`config.mk`:
```
export PLATFORM = sky130hd
export DESIGN_NAME = hwwd_ctrl
export DESIGN_NICKNAME = d
export VERILOG_FILES = /design/src/hwwd_pkg.sv /design/src/hwwd_ctrl.sv /design/src/hwwd_pin_sync.sv /design/src/hwwd_wdt_counter.sv
export SDC_FILE = /design/constraint.sdc
export NUM_CORES = 1
export LEC_CHECK = 0
export BUFFER_PORTS_ARGS = -buffer_cell sky130_fd_sc_hd__buf_2
export CORE_AREA = 2 2 115 117
export CTS_CLUSTER_SIZE = 30
export DETAILED_ROUTE_END_ITERATION = 8
export DIE_AREA = 0 0 117 119
export PLACE_DENSITY = 0.85
export SYNTH_ARGS = -nofsm -noshare
export SYNTH_HDL_FRONTEND = slang
export SYNTH_SLANG_ARGS = --single-unit
```
`constraint.sdc`:
```
create_clock -name aclk -period 2.35 [get_ports aclk]
set_input_delay 0.3525 -clock aclk [delete_from_list [all_inputs] [get_ports aclk]]
set_output_delay 0.3525 -clock aclk [all_outputs]
set_load 0.01 [all_outputs]
```
`src/hwwd_pkg.sv`:
```
// Shared constants and types for the halt, wake and watchdog controller
package hwwd_pkg;

  // Register byte addresses
  localparam logic [7:0] ADDR_WDOG  = 8'h00;
  localparam logic [7:0] ADDR_FLAGS = 8'h04;
  localparam logic [7:0] ADDR_MODE  = 8'h08;
  localparam logic [7:0] ADDR_WAKE  = 8'h0c;
  localparam logic [7:0] ADDR_STAT  = 8'h10;

  // Reset values
  localparam logic [7:0] WDOG_RST  = 8'h53;
  localparam logic [7:0] FLAGS_RST = 8'h00;
  localparam logic [7:0] MODE_RST  = 8'h02;
  localparam logic [7:0] WAKE_RST  = 8'h00;

  // Field positions
  localparam int EN_MSB        = 7;
  localparam int EN_LSB        = 3;
  localparam int PER_MSB       = 2;
  localparam int PER_LSB       = 0;
  localparam int KEEP_ON_BIT   = 7;
  localparam int RSVD_BIT      = 3;
  localparam int LV_FLAG_BIT   = 2;
  localparam int CTL_FLAG_BIT  = 0;
  localparam int IDLE_SEL_BIT = 1;

  // Enable field codes
  localparam logic [4:0] EN_CODE_OFF = 5'h15;
  localparam logic [4:0] EN_CODE_ON  = 5'h0a;

  // Timing
  localparam int         ACLK_HZ        = 32'h0098_9680;
  localparam int         SLOW_HZ        = 32'h0000_7d00;
  localparam int         SLOW_DIV       = ACLK_HZ / SLOW_HZ;
  localparam logic [8:0] SLOW_DIV_LAST  = 9'(SLOW_DIV - 1);
  localparam logic [1:0] ILL_TICKS_LAST = 2'h2;
  localparam logic [15:0] PERIOD_MIN    = 16'h0100;

  // Bus responses
  localparam logic [1:0] RESP_OKAY   = 2'h0;
  localparam logic [1:0] RESP_SLVERR = 2'h2;

  typedef enum logic [2:0] {
    ST_RUN      = 3'b000,
    ST_DEEP     = 3'b001,
    ST_HALT_WD  = 3'b010,
    ST_IDLE_OFF = 3'b011,
    ST_IDLE_ON  = 3'b100
  } hwwd_state_e;

endpackage

```
`src/hwwd_ctrl.sv`:
```
// Halt mode, wake-up and watchdog controller with AXI4-Lite registers
`timescale 1ns/100ps
module hwwd_ctrl (
  // Clock and reset
  input  logic        aclk,
  input  logic        aresetn,
  // AXI4-Lite write
  input  logic [7:0]  awaddr,
  input  logic        awvalid,
  output logic        awready,
  input  logic [31:0] wdata,
  input  logic [3:0]  wstrb,
  input  logic        wvalid,
  output logic        wready,
  output logic [1:0]  bresp,
  output logic        bvalid,
  input  logic        bready,
  // AXI4-Lite read
  input  logic [7:0]  araddr,
  input  logic        arvalid,
  output logic        arready,
  output logic [31:0] rdata,
  output logic [1:0]  rresp,
  output logic        rvalid,
  input  logic        rready,
  // Core instructions and interrupt state
  input  logic        halt_exec,
  input  logic        wdt_clear_exec,
  input  logic [7:0]  irq_flag,
  input  logic [7:0]  irq_enable,
  input  logic        stack_full,
  // Pins and reset sources
  input  logic [7:0]  port_a_pin,
  input  logic        ext_reset_n,
  input  logic        lvr_event,
  // Clock gating
  output logic        sysclk_run,
  output logic        timebase_run,
  output logic        slow_run,
  output logic        cpu_halted,
  // Wake and reset actions
  output logic        resume_after_halt,
  output logic        irq_response,
  output logic        pc_sp_reset,
  output logic        full_reset,
  output logic        wd_reset,
  // Status flags
  output logic        power_down_flag,
  output logic        wd_timeout_flag
);

  // Bus state
  logic        aw_hold_q, aw_hold_d, w_hold_q, w_hold_d;
  logic [7:0]  aw_addr_q, aw_addr_d, w_byte_q, w_byte_d;
  logic        w_lane_q, w_lane_d;
  logic        bvalid_q, bvalid_d, rvalid_q, rvalid_d;
  logic [1:0]  bresp_q, bresp_d, rresp_q, rresp_d;
  logic [31:0] rdata_q, rdata_d;
  logic        wr_do, wen;
  logic [7:0]  rd_byte;
  logic        rd_hit;

  // Control state
  hwwd_pkg::hwwd_state_e st_q, st_d;
  logic [7:0] wdog_q, wdog_d, wake_en_q, wake_en_d, pre_q, pre_d;
  logic       fsys_q, fsys_d, rsvd_q, rsvd_d, lvflag_q, lvflag_d, ctlflag_q, ctlflag_d;
  logic       idle_sel_q, idle_sel_d, pdn_q, pdn_d, to_q, to_d;
  logic [8:0] div_q, div_d;
  logic [1:0] ill_q, ill_d;
  logic       resume_q, resume_d, irq_resp_q, irq_resp_d;
  logic       pcsp_q, pcsp_d, full_q, full_d, wdr_q, wdr_d;
  logic       tick, wd_en, illegal, cnt_clear, cnt_run, ovf;
  logic       ext_lvl, porta_wake;
  logic [7:0] pa_fall, irq_new;

  // Port A and external reset synchronisers
  genvar gi;
  generate
    for (gi = 0; gi < 8; gi++)
    begin : g_pa
      hwwd_pin_sync u_sync (
        .aclk    (aclk),
        .aresetn (aresetn),
        .pin     (port_a_pin[gi]),
        .level   (),
        .fall    (pa_fall[gi])
      );
    end
  endgenerate

  hwwd_pin_sync u_ext_sync (
    .aclk    (aclk),
    .aresetn (aresetn),
    .pin     (ext_reset_n),
    .level   (ext_lvl),
    .fall    ()
  );

  hwwd_wdt_counter u_wdt (
    .aclk       (aclk),
    .aresetn    (aresetn),
    .tick       (tick),
    .run        (cnt_run),
    .clear      (cnt_clear),
    .period_sel (wdog_q[hwwd_pkg::PER_MSB:hwwd_pkg::PER_LSB]),
    .overflow   (ovf)
  );

  // Read data selection
  always_comb
  begin
    rd_hit  = 1'b1;
    rd_byte = 8'h00;
    case (araddr)
      hwwd_pkg::ADDR_WDOG:  rd_byte = wdog_q;
      hwwd_pkg::ADDR_FLAGS: rd_byte = {fsys_q, 3'h0, rsvd_q, lvflag_q, 1'b0, ctlflag_q};
      hwwd_pkg::ADDR_MODE:  rd_byte = {6'h00, idle_sel_q, 1'b0};
      hwwd_pkg::ADDR_WAKE:  rd_byte = wake_en_q;
      hwwd_pkg::ADDR_STAT:  rd_byte = {3'h0, st_q, to_q, pdn_q};
      default:              rd_hit  = 1'b0;
    endcase
  end

  assign awready = !aw_hold_q;
  assign wready  = !w_hold_q;
  assign arready = !rvalid_q;
  assign wr_do   = aw_hold_q && w_hold_q && !bvalid_q;
  assign wen     = wr_do && w_lane_q;

  // Bus next state
  always_comb
  begin
    aw_hold_d = aw_hold_q;
    aw_addr_d = aw_addr_q;
    w_hold_d  = w_hold_q;
    w_byte_d  = w_byte_q;
    w_lane_d  = w_lane_q;
    bvalid_d  = bvalid_q;
    bresp_d   = bresp_q;
    rvalid_d  = rvalid_q;
    rresp_d   = rresp_q;
    rdata_d   = rdata_q;
    if (bvalid_q && bready)
      bvalid_d = 1'b0;
    if (awvalid && !aw_hold_q)
    begin
      aw_hold_d = 1'b1;
      aw_addr_d = awaddr;
    end
    if (wvalid && !w_hold_q)
    begin
      w_hold_d = 1'b1;
      w_byte_d = wdata[7:0];
      w_lane_d = wstrb[0];
    end
    if (wr_do)
    begin
      aw_hold_d = 1'b0;
      w_hold_d  = 1'b0;
      bvalid_d  = 1'b1;
      bresp_d   = hwwd_pkg::RESP_OKAY;
      if (aw_addr_q != hwwd_pkg::ADDR_WDOG && aw_addr_q != hwwd_pkg::ADDR_FLAGS &&
          aw_addr_q != hwwd_pkg::ADDR_MODE && aw_addr_q != hwwd_pkg::ADDR_WAKE &&
          aw_addr_q != hwwd_pkg::ADDR_STAT)
        bresp_d = hwwd_pkg::RESP_SLVERR;
    end
    if (rvalid_q && rready)
      rvalid_d = 1'b0;
    if (arvalid && !rvalid_q)
    begin
      rvalid_d = 1'b1;
      rdata_d  = {24'h000000, rd_byte};
      rresp_d  = rd_hit ? hwwd_pkg::RESP_OKAY : hwwd_pkg::RESP_SLVERR;
    end
  end

  always_ff @(posedge aclk)
  begin
    if (!aresetn)
    begin
      aw_hold_q <= 1'b0;
      aw_addr_q <= 8'h00;
      w_hold_q  <= 1'b0;
      w_byte_q  <= 8'h00;
      w_lane_q  <= 1'b0;
      bvalid_q  <= 1'b0;
      bresp_q   <= 2'h0;
      rvalid_q  <= 1'b0;
      rresp_q   <= 2'h0;
      rdata_q   <= 32'h00000000;
    end
    else
    begin
      aw_hold_q <= aw_hold_d;
      aw_addr_q <= aw_addr_d;
      w_hold_q  <= w_hold_d;
      w_byte_q  <= w_byte_d;
      w_lane_q  <= w_lane_d;
      bvalid_q  <= bvalid_d;
      bresp_q   <= bresp_d;
      rvalid_q  <= rvalid_d;
      rresp_q   <= rresp_d;
      rdata_q   <= rdata_d;
    end
  end

  // Clock gating decode
  assign sysclk_run   = (st_q == hwwd_pkg::ST_RUN) || (st_q == hwwd_pkg::ST_IDLE_ON);
  assign timebase_run = (st_q == hwwd_pkg::ST_RUN) || (st_q == hwwd_pkg::ST_IDLE_OFF) ||
                        (st_q == hwwd_pkg::ST_IDLE_ON);
  assign slow_run     = (st_q != hwwd_pkg::ST_DEEP);
  assign cpu_halted   = (st_q != hwwd_pkg::ST_RUN);

  assign wd_en      = (wdog_q[hwwd_pkg::EN_MSB:hwwd_pkg::EN_LSB] == hwwd_pkg::EN_CODE_ON);
  assign illegal    = !wd_en &&
                      (wdog_q[hwwd_pkg::EN_MSB:hwwd_pkg::EN_LSB] != hwwd_pkg::EN_CODE_OFF);
  assign tick       = slow_run && (div_q == hwwd_pkg::SLOW_DIV_LAST);
  assign cnt_run    = wd_en && slow_run;
  assign porta_wake = |(pa_fall & wake_en_q);
  assign irq_new    = irq_flag & ~pre_q;
  assign cnt_clear  = wdt_clear_exec || illegal || !ext_lvl ||
                      (halt_exec && st_q == hwwd_pkg::ST_RUN);

  // Control next state
  always_comb
  begin
    st_d       = st_q;
    wdog_d     = wdog_q;
    wake_en_d  = wake_en_q;
    pre_d      = pre_q;
    fsys_d     = fsys_q;
    rsvd_d     = rsvd_q;
    lvflag_d   = lvflag_q;
    ctlflag_d  = ctlflag_q;
    idle_sel_d = idle_sel_q;
    pdn_d      = pdn_q;
    to_d       = to_q;
    ill_d      = ill_q;
    div_d      = slow_run ? ((tick) ? 9'h000 : div_q + 9'h001) : div_q;
    resume_d   = 1'b0;
    irq_resp_d = 1'b0;
    pcsp_d     = 1'b0;
    full_d     = 1'b0;
    wdr_d      = 1'b0;

    // Register writes; the bus changes them, as do lvr_event and the illegal-code reset, but halting does not
    if (wen)
    begin
      case (aw_addr_q)
        hwwd_pkg::ADDR_WDOG:  wdog_d    = w_byte_q;
        hwwd_pkg::ADDR_WAKE:  wake_en_d = w_byte_q;
        hwwd_pkg::ADDR_MODE:  idle_sel_d = w_byte_q[hwwd_pkg::IDLE_SEL_BIT];
        hwwd_pkg::ADDR_FLAGS:
        begin
          fsys_d    = w_byte_q[hwwd_pkg::KEEP_ON_BIT];
          rsvd_d    = w_byte_q[hwwd_pkg::RSVD_BIT];
          lvflag_d  = lvflag_q & w_byte_q[hwwd_pkg::LV_FLAG_BIT];
          ctlflag_d = ctlflag_q & w_byte_q[hwwd_pkg::CTL_FLAG_BIT];
        end
        default: ;
      endcase
    end
    if (lvr_event)
      lvflag_d = 1'b1;

    // Illegal enable code: reset after the third slow tick
    if (!illegal)
      ill_d = 2'h0;
    else if (tick)
    begin
      if (ill_q == hwwd_pkg::ILL_TICKS_LAST)
      begin
        ill_d  = 2'h0;
        wdr_d  = 1'b1;
        ctlflag_d = 1'b1;
        wdog_d    = hwwd_pkg::WDOG_RST;
        st_d   = hwwd_pkg::ST_RUN;
      end
      else
        ill_d = ill_q + 2'h1;
    end

    case (st_q)
      hwwd_pkg::ST_RUN:
      begin
        if (wdt_clear_exec)
          pdn_d = 1'b0;
        if (!ext_lvl)
          full_d = 1'b1;
        else if (ovf)
        begin
          wdr_d = 1'b1;
          to_d  = 1'b1;
        end
        else if (halt_exec && !wdr_d)
        begin
          pdn_d = 1'b1;
          to_d  = 1'b0;
          pre_d = irq_flag;
          if (!idle_sel_q)
            st_d = wd_en ? hwwd_pkg::ST_HALT_WD : hwwd_pkg::ST_DEEP;
          else
            st_d = fsys_q ? hwwd_pkg::ST_IDLE_ON : hwwd_pkg::ST_IDLE_OFF;
        end
      end
      hwwd_pkg::ST_DEEP, hwwd_pkg::ST_HALT_WD, hwwd_pkg::ST_IDLE_OFF, hwwd_pkg::ST_IDLE_ON:
      begin
        if (!ext_lvl)
        begin
          full_d = 1'b1;
          st_d   = hwwd_pkg::ST_RUN;
        end
        else if (ovf)
        begin
          to_d   = 1'b1;
          pcsp_d = 1'b1;
          st_d   = hwwd_pkg::ST_RUN;
        end
        else if (porta_wake)
        begin
          resume_d = 1'b1;
          st_d     = hwwd_pkg::ST_RUN;
        end
        else if (|irq_new)
        begin
          if (|(irq_new & irq_enable) && !stack_full)
            irq_resp_d = 1'b1;
          else
            resume_d = 1'b1;
          st_d = hwwd_pkg::ST_RUN;
        end
      end
      default: st_d = hwwd_pkg::ST_RUN;
    endcase
  end

  always_ff @(posedge aclk)
  begin
    if (!aresetn)
    begin
      st_q       <= hwwd_pkg::ST_RUN;
      wdog_q     <= hwwd_pkg::WDOG_RST;
      wake_en_q  <= hwwd_pkg::WAKE_RST;
      pre_q      <= 8'h00;
      fsys_q     <= hwwd_pkg::FLAGS_RST[hwwd_pkg::KEEP_ON_BIT];
      rsvd_q     <= hwwd_pkg::FLAGS_RST[hwwd_pkg::RSVD_BIT];
      lvflag_q   <= hwwd_pkg::FLAGS_RST[hwwd_pkg::LV_FLAG_BIT];
      ctlflag_q  <= hwwd_pkg::FLAGS_RST[hwwd_pkg::CTL_FLAG_BIT];
      idle_sel_q <= hwwd_pkg::MODE_RST[hwwd_pkg::IDLE_SEL_BIT];
      pdn_q      <= 1'b0;
      to_q       <= 1'b0;
      div_q      <= 9'h000;
      ill_q      <= 2'h0;
      resume_q   <= 1'b0;
      irq_resp_q <= 1'b0;
      pcsp_q     <= 1'b0;
      full_q     <= 1'b0;
      wdr_q      <= 1'b0;
    end
    else
    begin
      st_q       <= st_d;
      wdog_q     <= wdog_d;
      wake_en_q  <= wake_en_d;
      pre_q      <= pre_d;
      fsys_q     <= fsys_d;
      rsvd_q     <= rsvd_d;
      lvflag_q   <= lvflag_d;
      ctlflag_q  <= ctlflag_d;
      idle_sel_q <= idle_sel_d;
      pdn_q      <= pdn_d;
      to_q       <= to_d;
      div_q      <= div_d;
      ill_q      <= ill_d;
      resume_q   <= resume_d;
      irq_resp_q <= irq_resp_d;
      pcsp_q     <= pcsp_d;
      full_q     <= full_d;
      wdr_q      <= wdr_d;
    end
  end

  assign bvalid            = bvalid_q;
  assign bresp             = bresp_q;
  assign rvalid            = rvalid_q;
  assign rresp             = rresp_q;
  assign rdata             = rdata_q;
  assign resume_after_halt = resume_q;
  assign irq_response      = irq_resp_q;
  assign pc_sp_reset       = pcsp_q;
  assign full_reset        = full_q;
  assign wd_reset          = wdr_q;
  assign power_down_flag   = pdn_q;
  assign wd_timeout_flag   = to_q;

endmodule // hwwd_ctrl

```
`src/hwwd_pin_sync.sv`:
```
// Three-stage pin synchroniser with agreement filter and falling-edge pulse
`timescale 1ns/100ps
module hwwd_pin_sync (
  // Clock and reset
  input  logic aclk,
  input  logic aresetn,
  // Pin and results
  input  logic pin,
  output logic level,
  output logic fall
);

  logic s1_q, s2_q, s3_q, lvl_q, fall_q;
  logic s3_d, lvl_d, fall_d;

  always_comb
  begin
    s3_d   = s2_q;
    lvl_d  = lvl_q;
    fall_d = 1'b0;
    if (s2_q == s3_q)
    begin
      lvl_d  = s3_q;
      fall_d = lvl_q & ~s3_q;
    end
  end

  always_ff @(posedge aclk)
  begin
    if (!aresetn)
    begin
      s1_q   <= 1'b1;
      s2_q   <= 1'b1;
      s3_q   <= 1'b1;
      lvl_q  <= 1'b1;
      fall_q <= 1'b0;
    end
    else
    begin
      s1_q   <= pin;
      s2_q   <= s1_q;
      s3_q   <= s3_d;
      lvl_q  <= lvl_d;
      fall_q <= fall_d;
    end
  end

  assign level = lvl_q;
  assign fall  = fall_q;

endmodule // hwwd_pin_sync

```
`src/hwwd_wdt_counter.sv`:
```
// Watchdog counter with power-of-two period select
`timescale 1ns/100ps
module hwwd_wdt_counter (
  // Clock and reset
  input  logic       aclk,
  input  logic       aresetn,
  // Control
  input  logic       tick,
  input  logic       run,
  input  logic       clear,
  input  logic [2:0] period_sel,
  // Result
  output logic       overflow
);

  logic [15:0] cnt_q, cnt_d, last;
  logic        ovf_q, ovf_d;

  always_comb
  begin
    last  = (hwwd_pkg::PERIOD_MIN << period_sel) - 16'h0001;
    cnt_d = cnt_q;
    ovf_d = 1'b0;
    if (clear)
      cnt_d = 16'h0000;
    else if (run && tick)
    begin
      if (cnt_q >= last)
      begin
        cnt_d = 16'h0000;
        ovf_d = 1'b1;
      end
      else
        cnt_d = cnt_q + 16'h0001;
    end
  end

  always_ff @(posedge aclk)
  begin
    if (!aresetn)
    begin
      cnt_q <= 16'h0000;
      ovf_q <= 1'b0;
    end
    else
    begin
      cnt_q <= cnt_d;
      ovf_q <= ovf_d;
    end
  end

  assign overflow = ovf_q;

endmodule // hwwd_wdt_counter
```
==> flow_summary.toml, run 1 <==
[cells_and_area]
syn_to_final_growth_pct = 19.1
final_cells = 953
drive_gt1_share_pct = 19.6
nNetsFinal = 864
diodes = 0
fillers = 1107

[place]
io_buffers = 86
dp_hpwl_um = 9190
dp.cells = 923
place_congestion = 0.804

[detailed_routing]
avgViaCountPerCell = 5.10
drt_wl_total_um = 13000
avgRoutedWirePerCell_um = 13.6
vias = 4858
antenna_left = 0
dr.pass1.iters = 5
drtIter0Drc = 357
route.detailed.drc = 0

[synthesis]
synth_cells = 670
syn_area_sq_mm = 0.00613
seq_area_frac_synth_pct = 46.4
yosysUniqueCellTypes = 57
synth_ff_type = "dfxtp_1"
async_reset_ff_share_pct = 0
avgSynthCellArea_sq_um = 9.15
yosysWarnings = 0
synth_edf_count = 0
ys_seq_elements = 142

[power_and_ir_drop]
internal_power_mw = 4.22
clockPowerShare_pct = 47.6
seqPwrFrac_pct = 45.8
vdd_drop_max_mv = 0.614
pwr-share-comb_pct = 6.6
leakage_nw = 3.01
power_density_mw_per_mm2 = 756
p_switching_mw = 1.29
switching_share_pct = 23.5

[grt]
grt_pass1_vias = 4511
grt_start_max_net_pins = 58
use_met1_pct = 24.1
grt.total_usage_pct = 19.2
grt_pass1_wl_um = 21000
grt_use_met2_pct = 31.0
grt_use_met3_pct = 5.85
antenna_found_initial = 1
gr-total-overflow = 0
top_usage_layer = "met2"

[timing]
fin_crit_ns = 2.29
tightest_slew_ns = 0.783
fin_hold_ws_ns = 0.106
period_share_pct = 97.4
setup_tns_ns = 0
setup_violations = 0
slew_violations = 0
finalHoldViolations = 0
max_slew_margin_pct = 47.4
rsz0062_at_grt = "false"
fmax_ghz = 0.437
fin_skew_ns = 0.00874

[clocking]
path_clk_slew_ns = 0.06
clockRootBuffer = "clkbuf_16"
cts.sinks = 142
h-tree-depth = 4
postCtsSetupBuffers = 0
cts_buffer_depth = 2
cts_tree = "built"
clk_latency_ns = 0.42
cts_buffers = 17
holdBufCountCts = 0

[floorplanning]
rows = 42
initial_utilization_pct = 47.6
dieArea_sq_mm = 0.0139
die_y_um = 119
core_sq_mm = 0.0129
num_io_pins = 140
die_w_um = 117

[critical_path]
cp_top_family = "simple AND/OR/NAND/NOR gates"
crit_fanout = 13
setup.worst_path.end_class = "flop"
cp-start-kind = "flop"
arrival_ns = 2.60
crit_type = "reg -> reg"
cp_slowest_stage_delay_ns = 0.55
required_ns = 2.66
worst-path-buf-inv = 1
path_cells = "or4b_4 -> or4_1 -> buf_4 -> nor4_1 -> xnor2_1 -> nor2_2"
critPathSlowestCell = "or4b_4"

[outcome]
status = "finished, final reports clean"

[job]
max_cap_viol_count = 0

[hold_path]
hold_class = "in -> reg"
-- placed cells by master, fill, tap and decap left out, types with 4 or more instances in the layout --
| cell | n |
|---|---|
| a21boi_0 | 18 |
| a21oi_1 | 22 |
| a22oi_1 | 14 |
| and2_1 | 7 |
| and4_1 | 4 |
| buf_2 | 86 |
| buf_4 | 17 |
| clkbuf_16 | 17 |
| conb_1 | 27 |
| dfxtp_1 | 142 |
| ha_1 | 10 |
| inv_1 | 10 |
| mux2i_1 | 38 |
| nand2_1 | 75 |
| nand2b_1 | 29 |
| nand3_1 | 21 |
| nand4_1 | 7 |
| nor2_1 | 54 |
| nor2_2 | 5 |
| nor2b_1 | 37 |
| nor3_1 | 14 |
| nor3b_1 | 10 |
| nor4_1 | 6 |
| o21ai_0 | 25 |
| xnor2_1 | 12 |
| xor2_1 | 10 |
-- power by group through the flow --
stage | combinational (mW) | sequential [mW] | clock (mW)
2_1_floorplan | 0.270 | 2.57 | 0
3_3_place_gp | 0.358 | 2.57 | 0
3_5_place_dp | 0.365 | 2.58 | 0
4_1_cts | 0.367 | 2.53 | 2.65
5_1_grt | 0.408 | 2.54 | 2.76
6_report | 0.366 | 2.53 | 2.63
-- worst paths after layout --
| kind | startpoint | endpoint | slack, ns | depth (start not counted) |
|---|---|---|---|---|
| max | div_q[6] | u_wdt.cnt_q[14] | 0.06 | 6 |
| min | port_a_pin[5] | g_pa[5].u_sync.s1_q | 0.11 | 2 |
| max reg2reg | div_q[6] | u_wdt.cnt_q[14] | 0.06 | 6 |
| min reg2reg | g_pa[4].u_sync.s1_q | g_pa[4].u_sync.s2_q | 0.40 | 1 |
-- layout make-up --
| class | instances | area, sq um | area share [%] |
|---|---|---|---|
| Sequential cell | 142 | 2840 | 38.9 |
| Clock buffer | 18 | 439 | 6.01 |
| Inverter | 10 | 37.5 | 0.514 |
| Timing Repair Buffer | 104 | 578 | 7.92 |
| Clock inverter | 12 | 136 | 1.87 |
| Tap cell | 176 | 220 | 3.02 |
| Multi-Input combinational cell | 491 | 3050 | 41.7 |
-- Yosys cell counts (3+ instances only) --
cell type / number / area share [%]
o21ai_0: 25 / 2.0
xnor2_1: 12 / 1.7
nand2_1: 75 / 4.6
o211ai_1: 3 / 0.37
ha_1: 10 / 2.0
nor3_1: 15 / 1.2
nor2b_1: 37 / 3.8
and4_1: 4 / 0.57
nor4_1: 7 / 0.71
and2_1: 7 / 0.71
nor2_1: 54 / 3.3
a22oi_1: 14 / 1.7
nand2b_1: 29 / 3.0
dfxtp_1: 142 / 46
a21boi_0: 18 / 2.2
nor3b_1: 10 / 1.2
xor2_1: 10 / 1.4
a21oi_1: 22 / 1.8
inv_1: 10 / 0.61
nand3b_1: 3 / 0.37
o2bb2ai_1: 3 / 0.43
mux2i_1: 38 / 6.2
and3_1: 3 / 0.31
nand4_1: 7 / 0.71
nor2_2: 5 / 0.51
clkbuf_1: 20 / 1.2
nand3_1: 21 / 1.7
buf_4: 27 / 3.3
a2bb2oi_1: 3 / 0.43
-- cells by family (layout without fill, tap and decap cells) --
logic type               after synthesis  after routing  synth area share [%]
AND/OR/NAND/NOR                      290            290                  24.9
adder cells (fa/ha/maj)               10             10                  2.04
multiplexers                          39             39                  6.39
flip-flops                           142            142                  46.4
XOR/XNOR                              22             22                  3.14
other                                  2             27                 0.123
buffers and inverters                 62            144                  5.61
AO/OA/AOI/OAI                        103            103                  11.4
-- sequential cells by signal, indices dropped and copies added (netlist names), 2 cells and up --
register           flops
wdog_q                 8
ill_q                  2
g_pa.u_sync.s1_q       8
g_pa.u_sync.level      8
g_pa.u_sync.fall       8
aw_addr_q              8
pre_q                  8
g_pa.u_sync.s2_q       8
div_q                  9
g_pa.u_sync.s3_q       8
w_byte_q               8
wake_en_q              8
u_wdt.cnt_q           16
st_q                   3
rdata                  8
-- per-layer routing --
metal,vias to the layer above,routed length (um)
met2,124,6300
met5,-,13
met4,2,231
li1,2454,-
met1,2256,5840
met3,22,573
-- stage by stage --
stage | power [mW] | util (%) | setup slack [ns] | area [sq um]
2_1_floorplan | 2.84 | - | 0.148 | 6220
3_3_place_gp | 2.93 | 52.2 | 0.129 | 6720
3_5_place_dp | 2.94 | 52.2 | 0.104 | 6720
4_1_cts | 5.54 | 56.7 | 0.0496 | 7300
5_1_grt | 5.71 | 56.7 | 0.00348 | 7300
6_report | 5.52 | 56.7 | 0.0600 | 7300
-- repair_timing --
| action | CTS | global route |
|---|---|---|
| endpoints found under the hold margin | 0 | 0 |
| gates resized for setup | 0 | 1 |
| setup endpoints to repair | 0 | 1 |
Power figures use the tool's default switching activity.
==> run 2, diff against run 1 <==
--- a/config.mk
+++ b/config.mk
@@ -6,11 +6,11 @@
 export NUM_CORES = 1
 export LEC_CHECK = 0
 export BUFFER_PORTS_ARGS = -buffer_cell sky130_fd_sc_hd__buf_2
-export CORE_AREA = 2 2 115 117
+export CORE_AREA = 2 2 110 112
 export CTS_CLUSTER_SIZE = 30
 export DETAILED_ROUTE_END_ITERATION = 8
-export DIE_AREA = 0 0 117 119
-export PLACE_DENSITY = 0.85
+export DIE_AREA = 0 0 112 114
+export PLACE_DENSITY = 0.88
 export SYNTH_ARGS = -nofsm -noshare
 export SYNTH_HDL_FRONTEND = slang
 export SYNTH_SLANG_ARGS = --single-unit
==> constraint.sdc (replaced) <==
create_clock -name aclk -period 2.2 [get_ports aclk]
set_input_delay 0.33 -clock aclk [delete_from_list [all_inputs] [get_ports aclk]]
set_output_delay 0.33 -clock aclk [all_outputs]
set_load 0.01 [all_outputs]
==> run 2 against run 1 <==
Non-clock buffer count is 3 higher. Clock power up 11%. First-iteration DRC count down 31%. Clock skew down 0.0011 ns. Via count stayed put. Flip-flop and latch count did not move. Total power rose by 9.1%. Combinational power increased by 8.5%. Count of clock-buffer cells in the layout increased by 1. Cell area increased by 1.4%. Hold slack got worse by 0.019 ns. Critical endpoint is now u_wdt.cnt_q[6]. Largest cell class unchanged.
==> flow_summary.toml, run 2 (synthesis results as in run 1) <==
[clocking]
cts_buffer_depth = 2
holdBufCountCts = 0
cts_tree = "built"
cts.sinks = 142
cts_buffers = 17
h-tree-depth = 4
clockRootBuffer = "clkbuf_16"
path_clk_slew_ns = 0.06
clk_latency_ns = 0.42

[critical_path]
worst_r2r_path_depth = 6
setup.worst_path.end_class = "flop"
cp-start-kind = "flop"
startpoint = "div_q[3]"
required_ns = 2.51
ff2ff_setup_slack_ns = 0.04
crit_end = "u_wdt.cnt_q[6]"
reg2reg_to = "u_wdt.cnt_q[6]"
crit_fanout = 16
arrival_ns = 2.47
r2r_start = "div_q[3]"
crit_type = "reg -> reg"

[detailed_routing]
vias = 4858
avgRoutedWirePerCell_um = 14.1
dr.pass1.iters = 5
avgViaCountPerCell = 5.23
drt_wl_total_um = 13100
route.detailed.drc = 0
drtIter0Drc = 245
antenna_left = 0

[floorplanning]
dieArea_sq_mm = 0.0128
initial_utilization_pct = 52.3
die_y_um = 114
die_w_um = 112
num_io_pins = 140
core_sq_mm = 0.0117
rows = 40

[place]
place_congestion = 0.828
io_buffers = 86
dp_hpwl_um = 9010
dpl-instance-area_sq_mm = 0.00672
pre_cts_ws_ns = 0.0160

[timing]
fin_crit_ns = 2.16
fin_skew_ns = 0.00766
tightest_slew_ns = 0.602
finalHoldViolations = 0
period_share_pct = 98.2
setup_violations = 0
fin_hold_ws_ns = 0.0870
max_slew_margin_pct = 59.8
fmax_ghz = 0.463
layout_setup_ws_ns = 0.0388
slew_violations = 0

[cells_and_area]
syn_to_final_growth_pct = 20.8
final_core_util_pct = 63.2
fillers = 963
regMostFlops = "u_wdt.cnt_q"
top_regs = "u_wdt.cnt_q x16, div_q x9"
largest_reg_flops = 16
nNetsFinal = 867
diodes = 0
layout_commonest_cell = "dfxtp_1"
layout_common_cells = "dfxtp_1, buf_2, nand2_1, nor2_1"
fin_area_sq_mm = 0.00740
drive_gt1_share_pct = 21.1

[hold_path]
hold_start = "port_a_pin[2]"
hold_class = "in -> reg"

[grt]
antenna_found_initial = 1
gr-total-overflow = 0
grt_start_max_net_pins = 108
grt.total_usage_pct = 20.3
grt_pass1_vias = 4505
grt_pass1_wl_um = 20800

[power_and_ir_drop]
power_density_mw_per_mm2 = 813
vdd_drop_max_mv = 0.771
leakage_nw = 3.06

[outcome]
status = "finished, final reports clean"

[job]
max_cap_viol_count = 0
## run 2: cell count changes in the layout (fill, tap and decap cells not counted), sizes merged
cell and change:
bufinv +1, clkinvlp +1, clkinv -2, clkbuf +1, buf +3
## run 2: worst min-delay path by stage
stage,end,cells after the start
after floorplan,g_pa[0].u_sync.s2_q,1
after global placement,g_pa[0].u_sync.s2_q,1
after detailed placement,g_pa[1].u_sync.s2_q,1
final,g_pa[2].u_sync.s1_q,2
after global routing,g_pa[7].u_sync.s1_q,2
after CTS,g_pa[2].u_sync.s1_q,2
## run 2: area by class of cell
cell class | count | area, sq um | area share [%]
Timing Repair Buffer | 107 | 617 | 8.33
Clock inverter | 12 | 160 | 2.16
Clock buffer | 19 | 443 | 5.98
Inverter | 10 | 37.5 | 0.507
Multi-Input combinational cell | 491 | 3120 | 42.1
Sequential cell | 142 | 2850 | 38.4
Tap cell | 147 | 184 | 2.48
## run 2: power by group
group	switching, mW	internal (mW)	leakage (nW)
clock	1.11	1.82	0.282
sequential	0.0502	2.65	1.16
combinational	0.220	0.177	1.62
total	1.38	4.64	3.06
## run 2: routing by layer
| metal | share of wire, % | track usage [%] | routed length (um) |
|---|---|---|---|
| met3 | 4.4 | 5.79 | 569 |
| met2 | 50 | 35.1 | 6520 |
| met1 | 44 | 24.4 | 5740 |
| met5 | 0.099 | 0 | 13 |
| met4 | 1.8 | 6.83 | 235 |
## run 2: metrics by stage
step / TNS [ns] / power [mW] / std cells
floorplan: 0 / 3.03 / 695
global placement: 0 / 3.13 / 897
detailed placement: 0 / 3.14 / 897
CTS: 0 / 6.04 / 928
global route: -0.0334 / 6.20 / 928
finish: 0 / 6.02 / 928
## run 2: repair_timing
action                                  4_1_cts  5_1_grt
buffers inserted                              0        0
endpoints found under the setup margin       24       27
resized for setup                             2       13
endpoints found under the hold margin         0        0
## run 2: worst max-delay path, cell delays in order, from the launching register on
cell	delay, ns
dfxtp_1	0.31
or4b_4	0.54
or4_1	0.50
buf_6	0.19
nor4_2	0.30
xnor2_1	0.17
nor2_2	0.04
==> run 3, diff against run 2 <==
--- a/config.mk
+++ b/config.mk
@@ -11,6 +11,7 @@
 export DETAILED_ROUTE_END_ITERATION = 8
 export DIE_AREA = 0 0 112 114
 export PLACE_DENSITY = 0.88
+export RECOVER_POWER = 50
 export SYNTH_ARGS = -nofsm -noshare
 export SYNTH_HDL_FRONTEND = slang
 export SYNTH_SLANG_ARGS = --single-unit
==> run 3 against run 2 <==
Critical path depth unchanged. Routed wire length decreased by 0.22%. Die area unchanged. Hold slack improved by 0.0021 ns. Setup slack improved by 0.0059 ns. Critical endpoint unchanged. Count of clock-buffer cells in the layout unchanged. Clock skew decreased by 0.0017 ns. Cell count unchanged.
==> flow_summary.toml, run 3 (synthesis results as in run 1) <==
[cells_and_area]
regMostFlops = "u_wdt.cnt_q"
layout_commonest_cell = "dfxtp_1"
drive_gt1_share_pct = 18.6
largest_reg_flops = 16
fillers = 976
syn_to_final_growth_pct = 20.3
diodes = 0
multi_input_area_sq_mm = 0.00312
nNetsFinal = 867
final_core_util_pct = 63.0
final-seq-area_sq_mm = 0.00285
layout_common_cells = "dfxtp_1, nand2_1, buf_2, nor2_1"
top_regs = "u_wdt.cnt_q x16, div_q x9"
final_cells = 928

[outcome]
status = "finished, final reports clean"

[floorplanning]
core_sq_mm = 0.0117
die_w_um = 112
rows = 40
die_y_um = 114
dieArea_sq_mm = 0.0128
num_io_pins = 140
initial_utilization_pct = 52.3

[detailed_routing]
wl_met1_um = 5810
antenna_left = 0
vias = 4846
routed.top_layer = "met5"
avgViaCountPerCell = 5.22
wl_met2_um = 6460
drtIter0Drc = 284
route.detailed.drc = 0
avgRoutedWirePerCell_um = 14.1
dr.pass1.iters = 5
drt_wl_total_um = 13000
wl_met3_um = 535

[critical_path]
worst_r2r_path_depth = 6
ff2ff_setup_slack_ns = 0.04
cp_slowest_stage_delay_ns = 0.54
r2r_start = "div_q[3]"
path_cells = "or4b_4 -> or4_1 -> buf_6 -> nor4_2 -> xnor2_1 -> nor2_2"
crit_type = "reg -> reg"
cp-start-kind = "flop"
critPathSlowestCell = "or4b_4"
arrival_ns = 2.46
required_ns = 2.51
setup.worst_path.end_class = "flop"
crit_fanout = 16
reg2reg_to = "u_wdt.cnt_q[6]"

[timing]
finalHoldViolations = 0
setup_violations = 0
fin_skew_ns = 0.00596
tightest_slew_ns = 0.604
period_share_pct = 98.0
max_slew_margin_pct = 59.6
fin_crit_ns = 2.16
fmax_ghz = 0.464
fin_hold_ws_ns = 0.0892
slew_violations = 0

[clocking]
cts.sinks = 142
h-tree-depth = 4
cts_buffers = 17
postCtsSetupBuffers = 0
clockRootBuffer = "clkbuf_16"
holdBufCountCts = 0
clk_latency_ns = 0.42
path_clk_slew_ns = 0.06
cts_buffer_depth = 2
cts_tree = "built"

[job]
max_cap_viol_count = 0

[hold_path]
hold_class = "in -> reg"
hold_start = "port_a_pin[2]"
hold_path_end = "g_pa[2].u_sync.s1_q"
hold_depth = 2

[power_and_ir_drop]
power_density_mw_per_mm2 = 815
leakage_nw = 2.98
vdd_drop_max_mv = 0.770
seqPwrFrac_pct = 44.8
p_switching_mw = 1.38
internal_power_mw = 4.63
switching_share_pct = 22.9
clockPowerShare_pct = 48.6
pwr-share-comb_pct = 6.5

[place]
io_buffers = 86
dp_hpwl_um = 9010
dp.cells = 897
place_congestion = 0.828

[grt]
gr-total-overflow = 0
grt_pass1_vias = 4505
grt_start_max_net_pins = 108
grt_pass1_wl_um = 20800
grt.total_usage_pct = 20.3
antenna_found_initial = 1
[run 3: cell types whose count changed in the layout (fill, tap and decap cells not counted)]
cell      delta
clkbuf_1    +20
buf_2       -18
buf_4        -2
[run 3: routing by layer]
| layer | GRT usage [%] | vias to the layer above |
|---|---|---|
| li1 | - | 2465 |
| met1 | 24.4 | 2247 |
| met2 | 35.1 | 109 |
| met3 | 5.79 | 23 |
| met4 | 6.83 | 2 |
| met5 | 0 | - |
[run 3: how the worst max path moves through the flow]
stage | endpoint | start | slack, ns
6_report | u_wdt.cnt_q[6] | div_q[3] | 0.04
5_1_grt | u_wdt.cnt_q[14] | div_q[3] | -0.02
4_1_cts | u_wdt.cnt_q[14] | div_q[3] | 0.008
2_1_floorplan | u_wdt.cnt_q[4] | div_q[3] | 0.03
3_3_place_gp | u_wdt.cnt_q[10] | div_q[3] | 0.05
3_5_place_dp | u_wdt.cnt_q[10] | div_q[3] | 0.02
[run 3: stage by stage]
step | setup TNS, ns | setup slack (ns) | area (sq um) | power [mW]
finish | 0 | 0.0447 | 7370 | 6.01
detailed placement | 0 | 0.0160 | 6720 | 3.14
floorplan | 0 | 0.0296 | 6220 | 3.03
CTS | 0 | 0.00796 | 7330 | 6.04
global placement | 0 | 0.0463 | 6720 | 3.13
global route | -0.0334 | -0.0199 | 7370 | 6.20
[run 3: power groups by stage]
stage	Combinational [mW]	Clock (mW)	Sequential (mW)
6_report	0.393	2.92	2.70
5_1_grt	0.438	3.06	2.70
4_1_cts	0.396	2.95	2.69
3_5_place_dp	0.393	0	2.75
3_3_place_gp	0.386	0	2.75
2_1_floorplan	0.288	0	2.74
[run 3: worst max-delay path, delay by kind of cell (launching register included)]
| kind | cells | cell delay [ns] |
|---|---|---|
| XOR/XNOR | 1 | 0.17 |
| buffers and inverters | 1 | 0.19 |
| flip-flops | 1 | 0.31 |
| AND/OR/NAND/NOR | 4 | 1.38 |
[run 3: area by class of cell]
cell class                      instances  area share (%)
Multi-Input combinational cell        491            42.3
Sequential cell                       142            38.6
Clock buffer                           19            6.01
Tap cell                              147            2.49
Inverter                               10           0.509
Timing Repair Buffer                  107            7.96
Clock inverter                         12            2.17
[run 3: what timing repair did]
| action | 4_1_cts | 5_1_grt |
|---|---|---|
| hold endpoints to repair | 0 | 0 |
| setup endpoints to repair | 24 | 27 |
| resized for setup | 2 | 13 |
